**src/rtl/opm_pkg.sv**
```systemverilog
// Purpose: shared constants and types for the operating mode power controller
// Assumes: one 100 MHz control clock
// Notes:   regulator code steps in 50 mV from a base voltage
package opm_pkg;
  typedef enum logic [2:0] {
    OPM_FULL_ON,
    OPM_ACTIVE,
    OPM_SLEEP,
    OPM_DEEP_SLEEP,
    OPM_HIBERNATE
  } opm_mode_t;

  localparam logic [1:0] REG_REGULATOR_FREQUENCY_FIELD_OFF   = 2'h0; // regulator shut off code
  localparam int         VSTEP_MV       = 50;   // core voltage step
  localparam int         VBASE_MV       = 850;  // voltage for code zero
  localparam logic [3:0] VLEVEL_RST     = 4'h7; // 1.2 V after reset
  localparam logic [1:0] REGULATOR_FREQUENCY_FIELD_RST       = 2'h3; // regulator running
  localparam logic [5:0] MULT_RST       = 6'h0a; // default ratio 10
endpackage

```
**src/rtl/opm_ctrl.sv**
```systemverilog
// Purpose: operating mode sequencer for loop, clock gates and core power
// Assumes: all requests and wake inputs are pins, synchronised here
// Notes:   one request is taken per clock; wake events take priority
`timescale 1ns/100ps

module opm_ctrl #(
  parameter int MULT_W = 6
) (
  input  wire logic              mclk_i,
  input  wire logic              rstn_i,
  input  wire logic              pll_enable_i,
  input  wire logic              pll_bypass_i,
  input  wire logic [MULT_W-1:0] pll_mult_i,
  input  wire logic              req_sleep_i,
  input  wire logic              req_deep_sleep_i,
  input  wire logic              req_full_on_i,
  input  wire logic              req_active_i,
  input  wire logic [1:0]        reg_regulator_frequency_field_i,
  input  wire logic [3:0]        reg_vlevel_i,
  input  wire logic              reg_write_i,
  input  wire logic              wake_i,
  input  wire logic              rtc_irq_i,
  input  wire logic              reset_pin_i,
  output logic [2:0]             mode_o,
  output logic                   pll_en_o,
  output logic                   pll_bypass_o,
  output logic [MULT_W-1:0]      pll_mult_o,
  output logic                   core_clk_en_o,
  output logic                   sys_clk_en_o,
  output logic                   core_power_o,
  output logic [3:0]             core_vlevel_o,
  output logic                   dma_l1_allow_o,
  output logic                   async_block_o,
  output logic                   pins_hiz_o,
  output logic                   boot_start_o
);

  // pin inputs pass two flops; stage one feeds only stage two
  localparam int NS = 10;
  logic [NS-1:0] s1_r;
  logic [NS-1:0] s2_r;
  logic [NS-1:0] pin_vec;
  assign pin_vec = {pll_enable_i, pll_bypass_i, req_sleep_i,
                    req_deep_sleep_i, req_full_on_i, req_active_i,
                    reg_write_i, wake_i, rtc_irq_i, reset_pin_i};

  always_ff @(posedge mclk_i or negedge rstn_i) begin
    if (!rstn_i) begin
      s1_r <= '0;
      s2_r <= '0;
    end else begin
      s1_r <= pin_vec;
      s2_r <= s1_r;
    end
  end

  logic en_s, byp_s, rq_sl, rq_ds, rq_fo, rq_ac, wr_s, wake_s, rtc_s, rst_s;
  assign {en_s, byp_s, rq_sl, rq_ds, rq_fo, rq_ac, wr_s, wake_s, rtc_s,
          rst_s} = s2_r;

  // multi-bit settings pass two flops of their own, like the strobe, and the
  // second stage is taken only when the synchronised write strobe is seen
  logic [MULT_W-1:0] mult_d1_r, mult_d2_r;
  logic [1:0]        regulator_frequency_field_d1_r, regulator_frequency_field_d2_r;
  logic [3:0]        vl_d1_r,   vl_d2_r;
  always_ff @(posedge mclk_i or negedge rstn_i) begin
    if (!rstn_i) begin
      mult_d1_r <= '0;
      mult_d2_r <= '0;
      regulator_frequency_field_d1_r <= '0;
      regulator_frequency_field_d2_r <= '0;
      vl_d1_r   <= '0;
      vl_d2_r   <= '0;
    end else begin
      mult_d1_r <= pll_mult_i;
      mult_d2_r <= mult_d1_r;
      regulator_frequency_field_d1_r <= reg_regulator_frequency_field_i;
      regulator_frequency_field_d2_r <= regulator_frequency_field_d1_r;
      vl_d1_r   <= reg_vlevel_i;
      vl_d2_r   <= vl_d1_r;
    end
  end

  opm_pkg::opm_mode_t mode_r, mode_nxt;
  logic [MULT_W-1:0] mult_pend_r, mult_pend_nxt;
  logic [MULT_W-1:0] mult_r, mult_nxt;
  logic [3:0]        vl_r, vl_nxt;
  logic              boot_r, boot_nxt;

  // mode transitions; wake events beat software requests
  always_comb begin
    mode_nxt      = mode_r;
    mult_pend_nxt = mult_pend_r;
    mult_nxt      = mult_r;
    vl_nxt        = vl_r;
    boot_nxt      = 1'b0;
    if (wr_s) begin
      mult_pend_nxt = mult_d2_r;
      vl_nxt        = vl_d2_r;
    end
    case (mode_r)
      opm_pkg::OPM_FULL_ON, opm_pkg::OPM_ACTIVE: begin
        // only explicit requests leave these modes
        if (wr_s && regulator_frequency_field_d2_r == opm_pkg::REG_REGULATOR_FREQUENCY_FIELD_OFF) begin
          mode_nxt = opm_pkg::OPM_HIBERNATE;
        end else if (rq_ds) begin
          mode_nxt = opm_pkg::OPM_DEEP_SLEEP;
        end else if (rq_sl) begin
          mode_nxt = opm_pkg::OPM_SLEEP;
        end else if (mode_r == opm_pkg::OPM_FULL_ON && rq_ac) begin
          mode_nxt = opm_pkg::OPM_ACTIVE;
        end else if (mode_r == opm_pkg::OPM_ACTIVE && rq_fo) begin
          mode_nxt = opm_pkg::OPM_FULL_ON;
        end
      end
      opm_pkg::OPM_SLEEP: begin
        if (wake_s || rtc_s) begin
          mode_nxt = byp_s ? opm_pkg::OPM_ACTIVE
                           : opm_pkg::OPM_FULL_ON;
        end
      end
      opm_pkg::OPM_DEEP_SLEEP: begin
        if (rst_s) begin
          mode_nxt = opm_pkg::OPM_FULL_ON;
        end else if (rtc_s) begin
          mode_nxt = opm_pkg::OPM_ACTIVE;
        end
      end
      opm_pkg::OPM_HIBERNATE: begin
        if (rst_s || rtc_s) begin
          mode_nxt = opm_pkg::OPM_FULL_ON;
          boot_nxt = rst_s;
          vl_nxt   = opm_pkg::VLEVEL_RST;
        end
      end
      default: mode_nxt = opm_pkg::OPM_FULL_ON;
    endcase
    // new ratio lands as full-on is entered, or at once on a write while in full-on
    if (mode_nxt == opm_pkg::OPM_FULL_ON && mode_r != opm_pkg::OPM_FULL_ON)
    begin
      mult_nxt = mult_pend_nxt;
    end else if (mode_r == opm_pkg::OPM_FULL_ON && wr_s) begin
      mult_nxt = mult_d2_r;
    end
  end

  always_ff @(posedge mclk_i or negedge rstn_i) begin
    if (!rstn_i) begin
      mode_r      <= opm_pkg::OPM_FULL_ON;
      mult_pend_r <= MULT_W'(opm_pkg::MULT_RST);
      mult_r      <= MULT_W'(opm_pkg::MULT_RST);
      vl_r        <= opm_pkg::VLEVEL_RST;
      boot_r      <= 1'b0;
    end else begin
      mode_r      <= mode_nxt;
      mult_pend_r <= mult_pend_nxt;
      mult_r      <= mult_nxt;
      vl_r        <= vl_nxt;
      boot_r      <= boot_nxt;
    end
  end

  // per-mode profile decoded from the next mode, so outputs are flops
  logic [7:0] prof_nxt, prof_r;
  always_comb begin
    // {pll_en, bypass, core_clk, sys_clk, power, dma, async_blk, hiz}
    prof_nxt = 8'h00;
    case (mode_nxt)
      opm_pkg::OPM_FULL_ON:    prof_nxt = 8'b1_0_1_1_1_1_0_0;
      opm_pkg::OPM_ACTIVE:     prof_nxt = {en_s, 7'b1_1_1_1_1_0_0};
      opm_pkg::OPM_SLEEP:      prof_nxt = 8'b1_0_0_1_1_0_0_0;
      opm_pkg::OPM_DEEP_SLEEP: prof_nxt = 8'b0_0_0_0_1_0_1_0;
      opm_pkg::OPM_HIBERNATE:  prof_nxt = 8'b0_0_0_0_0_0_1_1;
      default:                 prof_nxt = 8'b1_0_1_1_1_1_0_0;
    endcase
  end

  always_ff @(posedge mclk_i or negedge rstn_i) begin
    if (!rstn_i) begin
      prof_r <= 8'b1_0_1_1_1_1_0_0;
    end else begin
      prof_r <= prof_nxt;
    end
  end

  assign mode_o         = mode_r;
  assign {pll_en_o, pll_bypass_o, core_clk_en_o, sys_clk_en_o, core_power_o,
          dma_l1_allow_o, async_block_o, pins_hiz_o} = prof_r;
  assign pll_mult_o     = mult_r;
  assign core_vlevel_o  = vl_r;
  assign boot_start_o   = boot_r;

  // checks; they watch synced inputs, internal state and the registered outputs
  sleep_wake_a: assert property (
    @(posedge mclk_i) disable iff (!rstn_i)
    (mode_r == opm_pkg::OPM_SLEEP && (wake_s || rtc_s) && !byp_s)
    |=> mode_r == opm_pkg::OPM_FULL_ON)
    else $error("sleep wake without bypass missed full-on");
  deep_rtc_a: assert property (
    @(posedge mclk_i) disable iff (!rstn_i)
    (mode_r == opm_pkg::OPM_DEEP_SLEEP && rtc_s && !rst_s)
    |=> mode_r == opm_pkg::OPM_ACTIVE)
    else $error("rtc wake from deep sleep missed active");
  deep_reset_a: assert property (
    @(posedge mclk_i) disable iff (!rstn_i)
    (mode_r == opm_pkg::OPM_DEEP_SLEEP && rst_s)
    |=> mode_r == opm_pkg::OPM_FULL_ON)
    else $error("reset in deep sleep missed full-on");
  deep_stay_a: assert property (
    @(posedge mclk_i) disable iff (!rstn_i)
    (mode_r == opm_pkg::OPM_DEEP_SLEEP && !rst_s && !rtc_s)
    |=> mode_r == opm_pkg::OPM_DEEP_SLEEP)
    else $error("deep sleep left without cause");
  sleep_prof_a: assert property (
    @(posedge mclk_i) disable iff (!rstn_i)
    mode_r == opm_pkg::OPM_SLEEP |-> (!core_clk_en_o && sys_clk_en_o
    && pll_en_o && core_power_o && !dma_l1_allow_o))
    else $error("sleep profile wrong");
  hib_prof_a: assert property (
    @(posedge mclk_i) disable iff (!rstn_i)
    mode_r == opm_pkg::OPM_HIBERNATE |-> (!core_power_o && pins_hiz_o
    && !sys_clk_en_o && !core_clk_en_o))
    else $error("hibernate profile wrong");
  full_prof_a: assert property (
    @(posedge mclk_i) disable iff (!rstn_i)
    mode_r == opm_pkg::OPM_FULL_ON |-> (pll_en_o && !pll_bypass_o
    && core_clk_en_o && sys_clk_en_o))
    else $error("full-on profile wrong");
  mult_hold_a: assert property (
    @(posedge mclk_i) disable iff (!rstn_i)
    (mode_r == opm_pkg::OPM_ACTIVE && $past(mode_r) == opm_pkg::OPM_ACTIVE)
    |-> $stable(pll_mult_o))
    else $error("ratio changed inside active");
  no_spont_a: assert property (
    @(posedge mclk_i) disable iff (!rstn_i)
    (mode_r == opm_pkg::OPM_FULL_ON && !rq_sl && !rq_ds && !rq_ac && !wr_s)
    |=> mode_r == opm_pkg::OPM_FULL_ON)
    else $error("full-on left without request");
  boot_a: assert property (
    @(posedge mclk_i) disable iff (!rstn_i)
    (mode_r == opm_pkg::OPM_HIBERNATE && rst_s)
    |=> boot_start_o)
    else $error("reset wake did not start boot");
  act_prof_a: assert property (
    @(posedge mclk_i) disable iff (!rstn_i)
    mode_r == opm_pkg::OPM_ACTIVE |-> (pll_bypass_o && core_clk_en_o
    && sys_clk_en_o && core_power_o && dma_l1_allow_o))
    else $error("active profile wrong");
  deep_prof_a: assert property (
    @(posedge mclk_i) disable iff (!rstn_i)
    mode_r == opm_pkg::OPM_DEEP_SLEEP |-> (!core_clk_en_o && !sys_clk_en_o
    && !pll_en_o && async_block_o && core_power_o))
    else $error("deep sleep profile wrong");
  hib_entry_a: assert property (
    @(posedge mclk_i) disable iff (!rstn_i)
    ((mode_r == opm_pkg::OPM_FULL_ON || mode_r == opm_pkg::OPM_ACTIVE)
    && wr_s && regulator_frequency_field_d2_r == opm_pkg::REG_REGULATOR_FREQUENCY_FIELD_OFF)
    |=> mode_r == opm_pkg::OPM_HIBERNATE)
    else $error("regulator off code missed hibernate");
  hib_wake_a: assert property (
    @(posedge mclk_i) disable iff (!rstn_i)
    (mode_r == opm_pkg::OPM_HIBERNATE && (rst_s || rtc_s))
    |=> mode_r == opm_pkg::OPM_FULL_ON)
    else $error("hibernate wake missed full-on");
  hib_stay_a: assert property (
    @(posedge mclk_i) disable iff (!rstn_i)
    (mode_r == opm_pkg::OPM_HIBERNATE && !rst_s && !rtc_s)
    |=> mode_r == opm_pkg::OPM_HIBERNATE)
    else $error("hibernate left without cause");
  // a write in the entry cycle itself replaces the pending ratio
  ratio_entry_a: assert property (
    @(posedge mclk_i) disable iff (!rstn_i)
    ($rose(mode_r == opm_pkg::OPM_FULL_ON) && !$past(wr_s))
    |-> pll_mult_o == $past(mult_pend_r))
    else $error("pending ratio not applied on full-on entry");
  vlevel_take_a: assert property (
    @(posedge mclk_i) disable iff (!rstn_i)
    (wr_s && mode_r != opm_pkg::OPM_HIBERNATE)
    |=> core_vlevel_o == $past(vl_d2_r))
    else $error("voltage code not taken on write");
  act_stay_a: assert property (
    @(posedge mclk_i) disable iff (!rstn_i)
    (mode_r == opm_pkg::OPM_ACTIVE && !rq_sl && !rq_ds && !rq_fo && !wr_s)
    |=> mode_r == opm_pkg::OPM_ACTIVE)
    else $error("active left without request");
  sleep_stay_a: assert property (
    @(posedge mclk_i) disable iff (!rstn_i)
    (mode_r == opm_pkg::OPM_SLEEP && !wake_s && !rtc_s)
    |=> mode_r == opm_pkg::OPM_SLEEP)
    else $error("sleep left without wake event");
  boot_cause_a: assert property (
    @(posedge mclk_i) disable iff (!rstn_i)
    boot_start_o
    |-> $past(mode_r == opm_pkg::OPM_HIBERNATE && rst_s))
    else $error("boot pulse without reset wake");

endmodule

```
**config.mk**
```make
export PLATFORM = sky130hd
export DESIGN_NAME = opm_ctrl
export DESIGN_NICKNAME = d
export VERILOG_FILES = /design/src/rtl/opm_pkg.sv /design/src/rtl/opm_ctrl.sv
export SDC_FILE = /design/constraint.sdc
export NUM_CORES = 1
export LEC_CHECK = 0
export BUFFER_PORTS_ARGS = -buffer_cell sky130_fd_sc_hd__buf_4
export CORE_MARGIN = 3
export CORE_UTILIZATION = 45
export CTS_CLUSTER_SIZE = 30
export DETAILED_ROUTE_END_ITERATION = 12
export PLACE_DENSITY = 0.67
export SETUP_SLACK_MARGIN = 0.15
export SLEW_MARGIN = 15
export SYNTH_ARGS = -nofsm -noshare
export SYNTH_HDL_FRONTEND = slang
export SYNTH_SLANG_ARGS = --single-unit
```
**constraint.sdc**
```tcl
create_clock -name mclk_i -period 2.58 [get_ports mclk_i]
set_input_delay 0.129 -clock mclk_i [delete_from_list [all_inputs] [get_ports mclk_i]]
set_output_delay 0.129 -clock mclk_i [all_outputs]
set_load 0.05 [all_outputs]
```
==> results_dict.tcl <==
set metrics [dict create \
    fin_skew_ns 0.008672 \
    area_growth_syn_to_layout_pct 33.27 \
    met1_usage_pct 18.98 \
    clkTransAtPathRegs_ns 0.07 \
    holdCritStartpoint "vl_d1_r[3]" \
    cts_setup_buffers 0 \
    grt_first_pass_wirelength_um 7389 \
    via_per_inst 4.760 \
    slew_headroom_pct 44.35 \
    final_cell_mix "dfrtp_1 (60), buf_4 (46), dlygate4sd3_1 (23)" \
    synth_top_family_by_area "simple AND/OR/NAND/NOR gates" \
    ys_async_sr_fraction_pct 100.0 \
    fin_nets 262 \
    layout_min_cycle_time_ns 2.126 \
    cp_data_arrival_time_ns 2.36 \
    postRouteAntennaNets 0 \
    synth-compound-area-share_pct 8.881 \
    port_buffers 45 \
    status "completed" \
    cts_buffers 9 \
    cts.sinks 71 \
    r2r_start "mode_o[2]" \
    die_y_um 80.44 \
    placed_cell_area_mm2 0.002859 \
    ys.flop_type "dfrtp_1" \
    path_class "reg2reg" \
    post-route-cell-area_mm2 0.003323 \
    grt_pass1_vias 1618 \
    drv_cap 0 \
    whs_path_depth 0 \
    num_vias 1490 \
    insertedDiodeCount 0 \
    rrSetupSlack_ns 0.45 \
    syn_nets 189 \
    yosys.area_share.simple_pct 9.533 \
    postCtsResizedCells 0 \
    grtUsageMet3_pct 5.269 \
    grt_max_degree 72 \
    syn_inst 165 \
    whs_ns 0.3483 \
    r2r_cells 6 \
    power_density_mw_per_mm2 1041 \
    rsz0062_at_grt "false" \
    worst_pin_slew_ns 0.8347 \
    die_x_um 80.44 \
    cp_num_buf_inv 0 \
    hpwl_um 2688 \
    drt_iter0_drc 54 \
    fill_cells 394 \
    worst_path_max_delay_cell "dfrtp_1" \
    clock_path_buffers 2 \
    p_leak_nw 1.538 \
    cts-htree-levels 3 \
    startpoint_type "flip-flop" \
    cts-root-buf "clkbuf_8" \
    synth_top_area_share_pct 60.21 \
    regArea_mm2 0.001790 \
    ys_types 33 \
    drive_gt1_share_pct 39.92 \
    synthMuxAreaShare_pct 5.118 \
    slew_viol_final 0 \
    cts_tree "built" \
    yosysSeqAreaShare_pct 71.80 \
    antenna_found_initial 0 \
    whs_endpoint "vl_d2_r[3]" \
    final_common_cell "dfrtp_1" \
    hold_viol_final 0 \
    ir_worst_vdd_mv 0.4719 \
    cp.required_ns 2.82 \
    start_util_pct 47.61 \
    synth_xor_xnor_area_share_pct 0 \
    cp_top_family "compound AO/OA/AOI/OAI gates" \
    r2r_end "pll_mult_o[0]" \
    gr-usage-met2_pct 23.92 \
    setup_violations 0 \
    path_max_fanout 12 \
    finalCritPeriodShare_pct 82.39 \
    grt_overflow 0 \
    yosysWarnings 0 \
    yosys-top-cells-area "dfrtp_1 (60%), dfstp_2 (12%), a221oi_2 (3.0%), mux2_2 (2.7%), mux2i_1 (2.4%)" \
    yosys.area.top_type "dfrtp_1" \
    grt-busiest-layer "met2" \
    drt_wl_total_um 4148 \
    core_area_mm2 0.005238 \
    avgSynthCellArea_um2 15.11 \
    tns_ns 0 \
    ys_seq_elements 71 \
    track_usage_pct 15.41 \
    num_rows 26 \
    drt_pre_antenna_iters 4 \
    hp-class "reg2reg" \
    critical_path.cell_chain "or4b_4, a21oi_4, o31ai_2, o31ai_4, nor3_1, a221oi_1" \
    fmax_mhz 470.5 \
    num_io_pins 46 \
    multi_input_area_um2 586.8 \
    drc 0 \
    avgRoutedWirePerCell_um 13.25 \
    place_congestion 0.7716 \
    synth-edff-count 0 \
    endpoint_kind "flip-flop" \
    crit_path_max_incr_delay_ns 0.60 \
    dieArea_mm2 0.006471 \
    clock_latency_ns 0.33 \
    postCtsHoldBufs 23 \
    synth_adder_area_share_pct 0 \
    netlist_area_mm2 0.002494 \
]
-- kinds of logic after synthesis --
family,after synthesis
flip-flops,71
buffers and inverters,20
multiplexers,12
AO/OA/AOI/OAI,22
AND/OR/NAND/NOR,40
-- routing by layer --
metal / wire, µm / vias to the layer above / share of wire (%)
li1: - / 710 / -
met2: 2067 / 51 / 50
met5: 0 / - / 0
met3: 235 / 6 / 5.7
met4: 63 / 0 / 1.5
met1: 1781 / 723 / 43
-- final cells by class --
| type | instances | share of cell area, % |
|---|---|---|
| inverters | 13 | 1.468 |
| flip-flops and latches | 71 | 53.88 |
| clock inverters | 3 | 1.958 |
| well taps | 70 | 2.636 |
| repair buffers | 69 | 17.32 |
| clock buffers | 13 | 5.083 |
| multi-input cells | 74 | 17.66 |
-- flip-flops by register name, indices dropped and copies added (netlist names) --
name / flops
s1_r: 10
s2_r: 10
prof_r: 7
mult_d1_r: 6
mult_d2_r: 6
mult_pend_r: 6
pll_mult_o: 6
core_vlevel_o: 4
vl_d1_r: 4
vl_d2_r: 4
mode_o: 3
regulator_frequency_field_d1_r: 2
regulator_frequency_field_d2_r: 2
boot_start_o: 1
-- synth_stat cells (2+ instances only) --
master and instances:
a221oi_2 5, nor3_1 4, a21oi_1 3, nor3_2 5
and3_1 2, or4b_4 2, nor2_1 11, nand2_1 10
inv_1 13, buf_6 2, dfrtp_1 60, mux2i_1 6
nor2b_1 2, mux2_2 6, dfstp_2 11, o22ai_1 6
-- worst max path at each step --
stage	startpoint	slack, ns	cells past startpoint	end
after detailed placement	mode_o[2]	0.47	6	pll_mult_o[0]
final	mode_o[2]	0.45	6	pll_mult_o[0]
after floorplan	mode_o[0]	0.39	8	pll_mult_o[4]
after global routing	mode_o[2]	0.26	6	pll_mult_o[0]
after global placement	mode_o[2]	0.56	6	pll_mult_o[0]
after CTS	mode_o[2]	0.45	6	pll_mult_o[0]
-- metrics by stage --
| stage | util (%) | power, mW | worst slack, ns | instances |
|---|---|---|---|---|
| 2_1_floorplan | - | 2.217 | 0.3864 | 165 |
| 3_3_place_gp | 54.59 | 2.434 | 0.5637 | 274 |
| 3_5_place_dp | 54.59 | 2.458 | 0.4706 | 274 |
| 4_1_cts | 63.45 | 3.495 | 0.4481 | 313 |
| 5_1_grt | 63.45 | 3.646 | 0.2633 | 313 |
| 6_report | 63.45 | 3.460 | 0.4544 | 313 |
-- power breakdown --
group	total (mW)	internal, mW	switching [mW]	leakage [nW]
logic	1.06	0.365	0.691	0.596
clock network	1.00	0.623	0.377	0.120
registers	1.40	1.29	0.117	0.822
No activity file was read; power rests on OpenSTA's default activity.
